**config.mk**
```make
export PLATFORM = sky130hd
export DESIGN_NAME = tet_timing
export DESIGN_NICKNAME = d
export VERILOG_FILES = /design/src/core/tet_pkg.sv /design/src/core/tet_timing.sv
export SDC_FILE = /design/constraint.sdc
export NUM_CORES = 1
export LEC_CHECK = 0
export BUFFER_PORTS_ARGS = -buffer_cell sky130_fd_sc_hd__buf_2
export CELL_PAD_IN_SITES_DETAIL_PLACEMENT = 0
export CELL_PAD_IN_SITES_GLOBAL_PLACEMENT = 1
export CORE_MARGIN = 2
export CORE_UTILIZATION = 45
export CTS_CLUSTER_SIZE = 30
export DETAILED_ROUTE_END_ITERATION = 10
export PLACE_DENSITY = 0.84
export SLEW_MARGIN = 20
export SYNTH_ARGS = -nofsm -noshare
export SYNTH_HDL_FRONTEND = slang
export SYNTH_SLANG_ARGS = --single-unit
```
**constraint.sdc**
```tcl
create_clock -name clk -period 5.1 [get_ports clk]
set_input_delay 0.51 -clock clk [delete_from_list [all_inputs] [get_ports clk]]
set_output_delay 0.51 -clock clk [all_outputs]
set_load 0.03 [all_outputs]
```
**src/core/tet_pkg.sv**
```systemverilog
package tet_pkg;
    // ********************
    // register map
    // ********************
    localparam logic [3:0] ADDR_CTRL = 4'h0;
    localparam logic [3:0] ADDR_EXPO = 4'h4;
    localparam logic [3:0] ADDR_STAT = 4'h8;
    localparam logic [31:0] CTRL_RESET = 32'h0000_0000;
    localparam logic [31:0] EXPO_RESET = 32'h0000_0064;
    // ********************
    // scan timing, in pixel periods and lines
    // ********************
    localparam logic [10:0] PX_FULL = 11'd1592;
    localparam logic [10:0] PX_MERGE = 11'd1752;
    localparam logic [10:0] PX_PART = 11'd1552;
    localparam logic [10:0] PX_OUT = 11'd1380;
    localparam logic [10:0] LN_FULL = 11'd1060;
    localparam logic [10:0] LN_FULL_OUT = 11'd1030;
    localparam logic [10:0] LN_MERGE = 11'd565;
    localparam logic [10:0] LN_MERGE_OUT = 11'd515;
    localparam logic [10:0] LN_HALF = 11'd588;
    localparam logic [10:0] LN_HALF_OUT = 11'd512;
    localparam logic [10:0] LN_QUART = 11'd360;
    localparam logic [10:0] LN_QUART_OUT = 11'd256;
    localparam logic [10:0] LN_EIGHTH = 11'd248;
    localparam logic [10:0] LN_EIGHTH_OUT = 11'd128;
    localparam logic [10:0] DUMP_LINES = 11'd133;
    localparam logic [2:0] MULTI_MAX = 3'd6;
    // ********************
    // time constants
    // ********************
    localparam int CLK_PERIOD_NS = 100;
    localparam int DRAIN_TIME_NS = 1000;
    localparam int DRAIN_CYC_INT = (DRAIN_TIME_NS + CLK_PERIOD_NS - 1) / CLK_PERIOD_NS;
    localparam logic [10:0] DRAIN_CYC = 11'(DRAIN_CYC_INT < 1 ? 1 : DRAIN_CYC_INT);
    // fixed shutter speeds, exposure in lines per index
    localparam logic [10:0] SPEED_LINES [10] = '{11'd1060, 11'd530, 11'd265, 11'd130, 11'd65,
                                                 11'd32, 11'd16, 11'd8, 11'd4, 11'd1};
    typedef enum logic [1:0] {
        CAP_CONT = 2'b00,
        CAP_EDGE = 2'b01,
        CAP_WIDTH = 2'b10,
        CAP_DELAY = 2'b11
    } tet_cap_t;
    typedef enum logic [2:0] {
        ST_IDLE = 3'b000,
        ST_DUMP = 3'b001,
        ST_WAIT_LINE = 3'b010,
        ST_DRAIN = 3'b011,
        ST_EXPOSE = 3'b100,
        ST_HOLD = 3'b101,
        ST_READOUT = 3'b110
    } tet_state_t;
    typedef struct packed {
        logic multi_exposure_enable;
        logic [1:0] readout_region_select;
        logic vertical_merge_enable;
        logic dump_before_expose;
        logic restart_on_trigger_enable;
        logic shutter_kind;
        logic line_align_select;
        tet_cap_t capture_mode_select;
    } tet_cfg_t;
    typedef struct packed {
        logic frame_valid_out;
        logic line_valid_out;
        logic data_valid_out;
        logic exposure_active_out_n;
        logic pixel_clk_out;
    } tet_vid_t;
endpackage

```
**src/core/tet_timing.sv**
```systemverilog
`timescale 1ns/1ps
// Operation
// - full scan 1060/1030 lines, 1592/1380 pixels
// - partial scans use 1552 pixels, own line counts
// - capture modes 1, 2, 3 select trigger behaviour
// - align 0: expose from next line pulse
// - align 1: restart line, drain, then expose
// - shutter kind picks fixed index or custom lines
// - exposure counted in the mode's own lines
// - restart on trigger only in edge mode
// - merge only together with full scan
// - partial regions only with merge off
// - dump 133 lines before accumulation starts
// - multiple exposure only in frame-delay mode
// - edge mode ends exposure by shutter time
// - exposure output during accumulation, frame valid readout
// - width mode: leading edge start, trailing stop
// - delay mode: readout only at trailing edge
// - grabber strobes, exposure output low while exposing
module tet_timing (
    input wire logic clk,
    input wire logic rstn,
    input wire logic [3:0] addr,
    input wire logic [31:0] wdata,
    input wire logic wr_stb,
    input wire logic rd_stb,
    output logic [31:0] rdata,
    input wire logic trigger_in,
    input wire logic multi_shot_in,
    output tet_pkg::tet_vid_t video
);
    import tet_pkg::*;
    // ********************
    // pin synchronisers
    // ********************
    logic trig_s1_q, trig_s2_q, trig_s3_q, msh_s1_q, msh_s2_q, msh_s3_q;
    always_ff @(posedge clk or negedge rstn) begin
        if (!rstn) begin
            trig_s1_q <= 1'b0;
            trig_s2_q <= 1'b0;
            trig_s3_q <= 1'b0;
            msh_s1_q <= 1'b0;
            msh_s2_q <= 1'b0;
            msh_s3_q <= 1'b0;
        end else begin
            trig_s1_q <= trigger_in;
            trig_s2_q <= trig_s1_q;
            trig_s3_q <= trig_s2_q;
            msh_s1_q <= multi_shot_in;
            msh_s2_q <= msh_s1_q;
            msh_s3_q <= msh_s2_q;
        end
    end
    logic trig_rise, trig_fall, msh_rise;
    assign trig_rise = trig_s2_q & ~trig_s3_q;
    assign trig_fall = ~trig_s2_q & trig_s3_q;
    assign msh_rise = msh_s2_q & ~msh_s3_q;
    // ********************
    // register file
    // ********************
    tet_cfg_t shadow_q, shadow_d, cfg_q, cfg_d, shadow_ok;
    logic [31:0] expo_q, expo_d, rdata_q, rdata_d;
    tet_state_t state_q, state_d;
    logic [2:0] mcnt_q, mcnt_d;
    tet_vid_t vid_q, vid_d;
    always_comb begin
        shadow_d = shadow_q;
        expo_d = expo_q;
        rdata_d = 32'h0000_0000;
        if (wr_stb && addr == ADDR_CTRL) begin
            shadow_d = tet_cfg_t'(wdata[9:0]);
        end
        if (wr_stb && addr == ADDR_EXPO) begin
            expo_d = {12'h000, wdata[19:16], 5'h00, wdata[10:0]};
        end
        if (rd_stb) begin
            case (addr)
                ADDR_CTRL: rdata_d = {22'h00_0000, shadow_q};
                ADDR_EXPO: rdata_d = expo_q;
                ADDR_STAT: rdata_d = {25'h000_0000, mcnt_q, vid_q.frame_valid_out, state_q};
                default: rdata_d = 32'h0000_0000;
            endcase
        end
    end
    always_ff @(posedge clk or negedge rstn) begin
        if (!rstn) begin
            shadow_q <= tet_cfg_t'(CTRL_RESET[9:0]);
            expo_q <= EXPO_RESET;
            rdata_q <= 32'h0000_0000;
        end else begin
            shadow_q <= shadow_d;
            expo_q <= expo_d;
            rdata_q <= rdata_d;
        end
    end
    assign rdata = rdata_q;
    // illegal combinations are dropped when a setting is taken over
    always_comb begin
        shadow_ok = shadow_q;
        if (shadow_q.readout_region_select != 2'b00) begin
            shadow_ok.vertical_merge_enable = 1'b0;
        end
        if (shadow_q.capture_mode_select != CAP_EDGE) begin
            shadow_ok.restart_on_trigger_enable = 1'b0;
        end
        if (shadow_ok.restart_on_trigger_enable) begin
            shadow_ok.dump_before_expose = 1'b0;
        end
        if (shadow_q.capture_mode_select != CAP_DELAY) begin
            shadow_ok.multi_exposure_enable = 1'b0;
        end
    end
    // ********************
    // scan geometry per mode
    // ********************
    logic [10:0] px_total, ln_total, ln_out, exp_lines;
    always_comb begin
        px_total = cfg_q.vertical_merge_enable ? PX_MERGE : PX_FULL;
        ln_total = cfg_q.vertical_merge_enable ? LN_MERGE : LN_FULL;
        ln_out = cfg_q.vertical_merge_enable ? LN_MERGE_OUT : LN_FULL_OUT;
        case (cfg_q.readout_region_select)
            2'b01: begin
                px_total = PX_PART;
                ln_total = LN_HALF;
                ln_out = LN_HALF_OUT;
            end
            2'b10: begin
                px_total = PX_PART;
                ln_total = LN_QUART;
                ln_out = LN_QUART_OUT;
            end
            2'b11: begin
                px_total = PX_PART;
                ln_total = LN_EIGHTH;
                ln_out = LN_EIGHTH_OUT;
            end
            default: begin
            end
        endcase
        if (cfg_q.shutter_kind) begin
            exp_lines = expo_q[10:0];
        end else if (expo_q[19:16] > 4'h9) begin
            exp_lines = SPEED_LINES[9];
        end else begin
            exp_lines = SPEED_LINES[expo_q[19:16]];
        end
        if (exp_lines == 11'd0) begin
            exp_lines = 11'd1;
        end
    end
    // ********************
    // scan counters and sequencer
    // ********************
    logic [10:0] px_q, px_d, ln_q, ln_d, cnt_q, cnt_d;
    logic line_end, frame_end, start_exp;
    assign line_end = (px_q == px_total - 11'd1);
    assign frame_end = line_end && (ln_q == ln_total - 11'd1);
    always_comb begin
        state_d = state_q;
        cfg_d = cfg_q;
        cnt_d = cnt_q;
        mcnt_d = mcnt_q;
        start_exp = 1'b0;
        // line length follows the active geometry
        px_d = line_end ? 11'd0 : px_q + 11'd1;
        ln_d = frame_end ? 11'd0 : (line_end ? ln_q + 11'd1 : ln_q);
        case (state_q)
            ST_IDLE: begin
                if (frame_end) begin
                    cfg_d = shadow_ok;
                end
                // pending setting decides, it is applied with this trigger
                if (trig_rise && shadow_ok.capture_mode_select != CAP_CONT) begin
                    start_exp = 1'b1;
                end
            end
            ST_DUMP: begin
                if (line_end) begin
                    cnt_d = cnt_q + 11'd1;
                end
                if (line_end && cnt_q == DUMP_LINES - 11'd1) begin
                    state_d = ST_EXPOSE;
                    cnt_d = 11'd0;
                end
            end
            ST_WAIT_LINE: begin
                if (line_end) begin
                    state_d = ST_EXPOSE;
                end
            end
            ST_DRAIN: begin
                cnt_d = cnt_q + 11'd1;
                if (cnt_q == DRAIN_CYC - 11'd1) begin
                    state_d = ST_EXPOSE;
                    cnt_d = 11'd0;
                end
            end
            ST_EXPOSE: begin
                if (line_end) begin
                    cnt_d = cnt_q + 11'd1;
                end
                if (cfg_q.capture_mode_select == CAP_WIDTH) begin
                    if (trig_fall) begin
                        state_d = ST_READOUT;
                        px_d = 11'd0;
                        ln_d = 11'd0;
                    end
                end else if (line_end && cnt_q == exp_lines - 11'd1) begin
                    cnt_d = 11'd0;
                    // shutter time alone ends edge mode
                    if (cfg_q.capture_mode_select == CAP_EDGE) begin
                        state_d = ST_READOUT;
                        px_d = 11'd0;
                        ln_d = 11'd0;
                    end else begin
                        state_d = ST_HOLD;
                    end
                end
            end
            ST_HOLD: begin
                if (trig_fall) begin
                    state_d = ST_READOUT;
                    px_d = 11'd0;
                    ln_d = 11'd0;
                end else if (msh_rise && cfg_q.multi_exposure_enable && mcnt_q < MULTI_MAX - 3'd1) begin
                    state_d = ST_EXPOSE;
                    mcnt_d = mcnt_q + 3'd1;
                end
            end
            ST_READOUT: begin
                if (frame_end) begin
                    state_d = ST_IDLE;
                    cfg_d = shadow_ok;
                end
                // restart drops the frame in progress
                if (trig_rise && cfg_q.restart_on_trigger_enable) begin
                    start_exp = 1'b1;
                end
                // other triggers are not looked at here
            end
            default: begin
                state_d = ST_IDLE;
            end
        endcase
        if (start_exp) begin
            // a trigger also opens a fresh frame
            if (state_q == ST_IDLE) begin
                cfg_d = shadow_ok;
            end
            cnt_d = 11'd0;
            mcnt_d = 3'd0;
            if (cfg_d.line_align_select) begin
                // line timing restarts at the edge
                px_d = 11'd0;
                ln_d = 11'd0;
            end
            if (cfg_d.dump_before_expose) begin
                state_d = ST_DUMP;
            end else if (cfg_d.line_align_select) begin
                state_d = ST_DRAIN;
            end else begin
                state_d = ST_WAIT_LINE;
            end
        end
    end
    // ********************
    // grabber strobes
    // ********************
    logic readout_now, act_px;
    assign readout_now = (state_d == ST_READOUT) ||
        (state_d == ST_IDLE && (cfg_d.capture_mode_select == CAP_CONT || cfg_d.restart_on_trigger_enable));
    assign act_px = readout_now && ln_d < ln_out && px_d < PX_OUT;
    always_comb begin
        vid_d.exposure_active_out_n = (state_d != ST_EXPOSE);
        vid_d.frame_valid_out = readout_now && ln_d < ln_out;
        vid_d.line_valid_out = act_px;
        vid_d.data_valid_out = act_px;
        // pixel clock toggles every clk, one cycle per two pixel periods
        vid_d.pixel_clk_out = ~vid_q.pixel_clk_out;
    end
    always_ff @(posedge clk or negedge rstn) begin
        if (!rstn) begin
            state_q <= ST_IDLE;
            cfg_q <= tet_cfg_t'(CTRL_RESET[9:0]);
            px_q <= 11'd0;
            ln_q <= 11'd0;
            cnt_q <= 11'd0;
            mcnt_q <= 3'd0;
            vid_q <= 5'b0_0010;
        end else begin
            state_q <= state_d;
            cfg_q <= cfg_d;
            px_q <= px_d;
            ln_q <= ln_d;
            cnt_q <= cnt_d;
            mcnt_q <= mcnt_d;
            vid_q <= vid_d;
        end
    end
    assign video = vid_q;
endmodule

```
# After elaboration in Yosys (flattened, before gate mapping)
# Memory sizes are Yosys's and may differ from the RTL's.
# Cells that the tools add are included.
[op_classes]
n_reduce_logical = 27
order_cmp = 5
n_eq_ne = 23
add_sub_neg = 7
bitwise_logic = 8
mux = 67
[ops]
columns = ["cell", "n"]
rows = [
  ["2-to-1 mux 11 bit", 28],
  ["case mux 11 bit (3 select lines)", 3],
  ["case mux 20 bit (3 select lines)", 1],
  ["2-to-1 mux 10 bit", 5],
  ["case mux 11 bit (2 select lines)", 2],
  ["2-to-1 mux 3 bit", 14],
  ["adder 11 x 1 -> 11 bit (second input constant)", 3],
  ["== test 11 bit", 3],
  ["subtractor 11 x 1 -> 11 bit (second input constant)", 3],
  ["case mux 3 bit (7 select lines)", 1],
  ["2-to-1 mux 20 bit", 1],
  ["2-to-1 mux 8 bit", 2],
  ["== test 3 bit (second input constant)", 4],
  ["logical AND 1 bit", 12],
  ["== test 11 x 4 -> 1 bit (second input constant)", 1],
  ["== test 11 x 8 -> 1 bit (second input constant)", 1],
  ["logical NOT 11 bit", 1],
  ["less-than comparator 11 bit", 1],
  ["less-than comparator 11 bit (second input constant)", 1],
  ["nonzero test 2 bit", 4],
  ["2-to-1 mux 1 bit", 7],
  ["== test 2 bit (second input constant)", 3],
  ["== test 3 x 2 -> 1 bit (second input constant)", 2],
  ["logical NOT 3 bit", 2],
  ["23 further kinds", 32],
]
[word_totals]
wordCells = 171
ff_bits = 116
romBits = 176
mem_count = 1
inputBits = 42
[mem_list]
columns = ["name", "words", "width", "rd", "rd_clocked_by_memory_dff", "wr", "line_no", "source"]
rows = [
  ["(name not given)", 16, 11, 1, 0, 0, "tet_timing.sv:145", "exp_lines = SPEED_LINES[expo_q[19:16]];"],
]

# Logic depth before layout (Yosys ltp)
[logic_depth]
depth_word = 20
depth_mapped = 24
ltp_nobuf = 22

# Least setup slack after synthesis
# No wires, ideal clock.
[synth_timing]
kind = "register -> register"
startpoint = "register expo_q[17]"
endpoint = "register vid_q (netlist bit video[2])"
path_stages_with_launch = 25
path_slack_ns = 0.462
n_path_buf = 2
arrival_ns = 4.551
required_time_ns = 5.013
cell_sequence = "dfrtp_1 -> buf_4 -> nor2b_1 -> a22o_1 -> nor4_4 -> a31oi_1 -> ha_1 -> and2_1 -> a311o_1 -> o21ai_0 -> nand4_1 -> nor4_4 -> nand3b_1 -> nor2_1 -> buf_4 -> nor3_1 -> ha_1 -> a21o_1 -> a21o_1 -> a21oi_1 -> o21ai_0 -> nor3_1 -> and3_1 -> o21ai_1 -> a211oi_2"
[synth_lines]
columns = ["element", "line_no", "source"]
rows = [
  ["from (decl)", "tet_timing.sv:62", "logic [31:0] expo_q, expo_d, rdata_q, rdata_d;"],
  ["from (signal assigned)", "tet_timing.sv:92", "expo_q <= expo_d;"],
  ["inverter 4 -> 5 bit (implied by the code)", "tet_timing.sv:145", ""],
  ["memory read (16 x 11 bit)", "n/a", ""],
  ["2-to-1 mux 11 bit (implied by the code) (2 in series)", "tet_timing.sv:145", ""],
  ["2-to-1 mux 11 bit *", "tet_timing.sv:142", "end else if (expo_q[19:16] > 4'h9) begin"],
  ["2-to-1 mux 11 bit *", "tet_timing.sv:140", "if (cfg_q.shutter_kind) begin"],
  ["logical NOT 11 bit", "tet_timing.sv:147", "if (exp_lines == 11'd0) begin"],
  ["2-to-1 mux 11 bit *", "tet_timing.sv:147", ""],
  ["subtractor 11 x 1 -> 11 bit *", "tet_timing.sv:208", "end else if (line_end && cnt_q == exp_lines - 11'd1) begin"],
  ["(+3 left out)", "n/a", ""],
  ["2-to-1 mux 11 bit *", "tet_timing.sv:202", "if (cfg_q.capture_mode_select == CAP_WIDTH) begin"],
  ["case mux 11 bit (2 select lines) *", "tet_timing.sv:167", "case (state_q)"],
  ["2-to-1 mux 11 bit", "tet_timing.sv:252", "if (cfg_d.line_align_select) begin"],
  ["2-to-1 mux 11 bit *", "tet_timing.sv:245", "if (start_exp) begin"],
  ["via ln_d[8]", "tet_timing.sv:154", "logic [10:0] px_q, px_d, ln_q, ln_d, cnt_q, cnt_d;"],
  ["less-than comparator 11 bit *", "tet_timing.sv:272", "assign act_px = readout_now && ln_d < ln_out && px_d < PX_OUT;"],
  ["logical AND 1 bit * (2 in series)", "tet_timing.sv:272", ""],
  ["via act_px", "tet_timing.sv:269", "logic readout_now, act_px;"],
  ["to (signal assigned)", "tet_timing.sv:297", "vid_q <= vid_d;"],
  ["to (decl)", "tet_timing.sv:65", "tet_vid_t vid_q, vid_d;"],
]
# The timed path passes the listed nets; every way through them passes the cells marked *. The select of a mux whose other input is x is not followed.
# A chain may end at the register's enable or synchronous reset.

# Worst setup path after layout
[layout_timing]
startpoint = "register expo_q[16]"
endpoint = "register vid_q (netlist bit video[2])"
# The elaborated chain is that of the path after synthesis.

==> summary by stage <==
Die
In this run the core area contains 43 standard-cell rows. The placeable core area is ~14,000 um2. The die is between 100 and 150 um tall. Pin placement for this block handled 79 I/O pins. The effective utilization at floorplan is 46.0%. The area enclosed by the die boundary is between 15,000 and 20,000 um2. The die span in x is around 120 um.

Power
The power density relative to cell area is between 400 and 500 nW/um2. Summed over all nets, the switching power comes to 1.23 mW. The leakage dissipation is between 3 and 4 nW. In this run, flip-flops and latches consume a little over a third of the power. Net switching is about two fifths of the power. The logic gate share of total power is 40.5%. IR analysis of the VDD net gives a maximum drop of between 0.2 and 0.3 mV. The clock share of power is 23.0%. The cell internal power dissipation is approximately 1.8 mW.

Clock tree
Clock latency on the worst-skew pair, taken at its later pin, is around 0.36 ns. The clock tree from TritonCTS is built. The root cell of the clock tree is sky130_fd_sc_hd__clkbuf_16. The total clock sinks is 99. In this run the number of H-tree levels came out at 3. For this design, the CTS-stage hold fixing added 0 buffers. Clock-pin slew was measured on the worst setup and hold paths at roughly 0.070 ns. The TritonCTS buffer count is 9. The buffer levels on the longest clock path is 2.

Yosys
The count of flip-flops with a built-in enable after synthesis is 0. The total of warnings raised by yosys is 0. The top cell type by total area after synthesis is sky130_fd_sc_hd__dfrtp_1.

The cell area after synthesis is approximately 6400 um2. The predominant post-synthesis flop cell is sky130_fd_sc_hd__dfrtp_1. Synthesis inferred slightly below 100 register bits.

The post-synthesis instance total is roughly 710. Summed over its instances, the top area cell type makes up between 30% and 40% of the synthesized netlist area. The share of synthesized area occupied by flip-flops and latches is approximately 39%. The fraction of registers with async set or reset after synthesis is between 90% and 100%. In the post-synthesis netlist, the biggest area contributors are sky130_fd_sc_hd__dfrtp_1 37%, sky130_fd_sc_hd__mux2_2 4.9%, sky130_fd_sc_hd__nor2_1 4.5%, sky130_fd_sc_hd__nand2_1 3.5%, sky130_fd_sc_hd__a21oi_1 3.1%. The average instance in the mapped netlist occupies just over 9 um2. The netlist uses 79 different library cells.

Cells and area
The signed area change from the synthesized netlist to the final layout is 10.9%. Counting the fill cells in the layout gives 1,307. In the final design database the tool counted about 790 nets. The combined area of the multi-input logic cells is approximately 3600 um2. Cells with a size suffix above 1 make up roughly a fifth of the layout. After routing the design area is 7080 um2. Once layout is complete, the utilization of the core stands at between 50% and 60%. Across the whole layout, storage elements account for between 2000 and 2500 um2. The antenna diode count is 0.

Placement
OpenSTA, run right after detailed placement, puts the worst setup slack at 0.0354 ns. The count of port buffers added during placement is 44. The standard cell area after detailed placement is between 6000 and 7000 um2. The HPWL after detailed placement is about 11,000 um. At the end of routability-driven placement, the weighted congestion stood at approximately 0.86.

Setup path
The worst path buffer plus inverter count is 1. The data required time at the worst endpoint is between 5 and 6 ns. The arrival time of data at the critical path endpoint is about 5.0 ns. For this run, the slowest stage of the critical path takes ~0.48 ns. For this design, the slowest cell found on the critical path is sky130_fd_sc_hd__dfrtp_2. The worst setup path is captured at a register. The worst setup path is launched from a register. Setup slack on the worst reg-to-reg path comes out at approximately 0.33 ns.

The family of cells with the greatest summed delay on the critical path is simple AND/OR/NAND/NOR gates. The number of cells on the worst reg-to-reg path is 22. The largest fanout on the critical path is 10.

The critical path runs through a total of 22 cells. The signal on the critical path passes through nor3b_2 -> a22o_1 -> nor4_4 -> a31oi_1 -> ha_1 -> and2_1 -> a311o_1 -> o21ai_0 -> nand4_1 -> nor4_4 -> nand3b_1 -> nor2_4 -> buf_4 -> nor3_1 -> ha_1 -> a21o_1 -> a21oi_1 -> o21ai_0 -> nor3_1 -> and3_1 -> o21ai_1 -> a211oi_2. The critical setup path kind is reg -> reg.

STA
The total count of max-transition violations in the final report is 0. The smallest clock period supported by the final layout is computed as ~4.8 ns. The number of hold violations in the final report is 0.

Headroom to the max-slew limit came out at 36.3%. The final total negative setup slack is 0 ns. The smallest setup slack after layout is approximately 0.33 ns.

At the pin with the least slew margin, the transition time is ~0.95 ns. Setup violations remaining at the end of the flow were counted as 0. The maximum frequency from static timing analysis is ~210 MHz. Setup repair after global routing left no endpoint under its margin. The maximum clock skew at final layout is around 0.010 ns. After layout, the worst path uses a little over nine tenths of the clock period.

GRT
The total congestion overflow after global routing is 0. The maximum number of pins on one net before global-route repair is 68. The number of global-route vias before repair is around 5,100.

The wire length of the first global-routing pass is about 26,000 um. The total routing usage reported by global routing is 21.6%. The initial antenna violation count is 0.

Drt
In the routed layout, each cell is associated on average with a via count of ~5.7. For this run, design rule violations remaining after detail routing come to 0. The count of routing violations after the opening detailed-route iteration is around 440. Once detail routing completed, the nets flagged for antenna violations numbered 0. After detailed routing, the average wire length per cell comes to 17.0 um. The number of iterations in the first detailed-routing pass is 5. The overall via count from detail_route is 5,276. The wire length reported by the detailed router is 15,700 um.

Hold path
The class of the tightest hold or removal check is in -> async.

Status
The run finished with clean final reports.

Flow run
The tool flagged a number of max-cap violations equal to 0.
[layout by cell type (no fill, tap or decap), types with 4 or more instances in the layout]
cell                        synthesis  routed
sky130_fd_sc_hd__dfrtp_1           95      90
sky130_fd_sc_hd__nor2_1            76      75
sky130_fd_sc_hd__nand2_1           60      60
sky130_fd_sc_hd__buf_2              4      44
sky130_fd_sc_hd__a21oi_1           39      38
sky130_fd_sc_hd__o21ai_0           37      36
sky130_fd_sc_hd__mux2_2            28      28
sky130_fd_sc_hd__nand3_1           24      24
sky130_fd_sc_hd__nor3_1            24      24
sky130_fd_sc_hd__xnor2_1           21      21
sky130_fd_sc_hd__buf_4             21      20
sky130_fd_sc_hd__mux2i_1           17      17
sky130_fd_sc_hd__xor2_1            17      17
sky130_fd_sc_hd__conb_1             1      17
sky130_fd_sc_hd__inv_1             15      15
sky130_fd_sc_hd__and3_1            13      13
sky130_fd_sc_hd__ha_1              13      13
sky130_fd_sc_hd__nand4_1           11      11
sky130_fd_sc_hd__a31oi_1           10      10
sky130_fd_sc_hd__nor3b_1           11      10
sky130_fd_sc_hd__a21o_1            10      10
sky130_fd_sc_hd__and2_1             9       9
sky130_fd_sc_hd__nand2b_1           9       9
sky130_fd_sc_hd__clkbuf_16          0       9
sky130_fd_sc_hd__or3_1              8       8
sky130_fd_sc_hd__nor2b_1            7       7
sky130_fd_sc_hd__nand3b_1           6       6
sky130_fd_sc_hd__nor4_1             5       5
sky130_fd_sc_hd__dfrtp_2            0       5
sky130_fd_sc_hd__o21ai_1            3       4
sky130_fd_sc_hd__a211oi_1           4       4
sky130_fd_sc_hd__o221ai_1           4       4
sky130_fd_sc_hd__dfstp_2            4       4
[stage by stage]
| stage | instances | power (mW) | hold slack [ns] |
|---|---|---|---|
| floorplan | 721 | 2.01 | 0.214 |
| global placement | 903 | 2.24 | 0.334 |
| detailed placement | 903 | 2.28 | 0.345 |
| CTS | 919 | 2.98 | 0.100 |
| global route | 924 | 3.22 | 0.118 |
| finish | 924 | 3.01 | 0.0979 |
[Yosys cell counts, types with 4 or more instances]
library cell               instances
sky130_fd_sc_hd__a211oi_1          4
sky130_fd_sc_hd__a21o_1           10
sky130_fd_sc_hd__a21oi_1          39
sky130_fd_sc_hd__a31oi_1          10
sky130_fd_sc_hd__and2_1            9
sky130_fd_sc_hd__and3_1           13
sky130_fd_sc_hd__buf_2             4
sky130_fd_sc_hd__buf_4            21
sky130_fd_sc_hd__clkbuf_1         27
sky130_fd_sc_hd__dfrtp_1          95
sky130_fd_sc_hd__dfstp_2           4
sky130_fd_sc_hd__ha_1             13
sky130_fd_sc_hd__inv_1            15
sky130_fd_sc_hd__mux2_2           28
sky130_fd_sc_hd__mux2i_1          17
sky130_fd_sc_hd__nand2_1          60
sky130_fd_sc_hd__nand2b_1          9
sky130_fd_sc_hd__nand3_1          24
sky130_fd_sc_hd__nand3b_1          6
sky130_fd_sc_hd__nand4_1          11
sky130_fd_sc_hd__nor2_1           76
sky130_fd_sc_hd__nor2b_1           7
sky130_fd_sc_hd__nor3_1           24
sky130_fd_sc_hd__nor3b_1          11
sky130_fd_sc_hd__nor4_1            5
sky130_fd_sc_hd__o21ai_0          37
sky130_fd_sc_hd__o221ai_1          4
sky130_fd_sc_hd__or3_1             8
sky130_fd_sc_hd__xnor2_1          21
sky130_fd_sc_hd__xor2_1           17
[final timing paths]
check / startpoint / to
setup reg to reg: expo_q[16] / video[2]
min in group clk: trigger_in / trig_s1_q
setup / recovery: expo_q[16] / video[2]
hold / removal: rstn / px_q[2]
max in group asynchronous: rstn / expo_q[16]
hold reg to reg: msh_s1_q / msh_s2_q
[final cells by class]
class | count | share of cell area, %
sequential | 99 | 35.2
clock buffer | 10 | 3.38
timing repair buffer | 64 | 5.23
tap | 180 | 3.18
inverter | 15 | 0.796
clock inverter | 6 | 0.902
multi-input combinational | 550 | 51.3
[power by group through the flow]
stage,Combinational (mW),Clock (mW),Sequential [mW]
after detailed placement,1.17,0,1.11
after global placement,1.14,0,1.10
after CTS,1.17,0.707,1.09
after global routing,1.35,0.743,1.12
final,1.22,0.694,1.10
after floorplan,0.989,0,1.02
[sequential cells by signal (all words and copies together) (netlist names), 3 cells and up]
| name | count |
|---|---|
| mcnt_q | 3 |
| state_q | 3 |
| ln_q | 11 |
| px_q | 11 |
| shadow_q | 4 |
| expo_q | 15 |
| cfg_q | 10 |
| cnt_q | 11 |
| video | 4 |
| rdata | 15 |
| shadow_ok | 6 |
[kinds of logic (layout without fill, tap and decap cells)]
logic type               Yosys count  count (layout)  synth area share [%]
multiplexers                      48              48                  8.31
other                              1              17                0.0588
flip-flops                        99              99                  38.9
AND/OR/NAND/NOR                  282             282                  23.0
adder cells (fa/ha/maj)           14              14                  2.71
buffers and inverters             72              95                  5.90
XOR/XNOR                          38              38                  5.22
AO/OA/AOI/OAI                    151             151                  15.9
[timing repair]
action                     CTS  global route
buffers inserted             0             5
resized for setup            0            15
setup endpoints to repair    0             2
[metal layers]
metal  track usage (%)  routed length (um)  part of all wire [%]  vias up
li1                  -                   -                     -     2559
met1              30.3                7380                    47     2545
met2              33.9                7250                    46      152
met3              3.46                 729                   4.7       20
met4              7.95                 310                   2.0        0
met5                 0                   0                     0        -
Note: power is estimated with default switching activity, not from simulation.
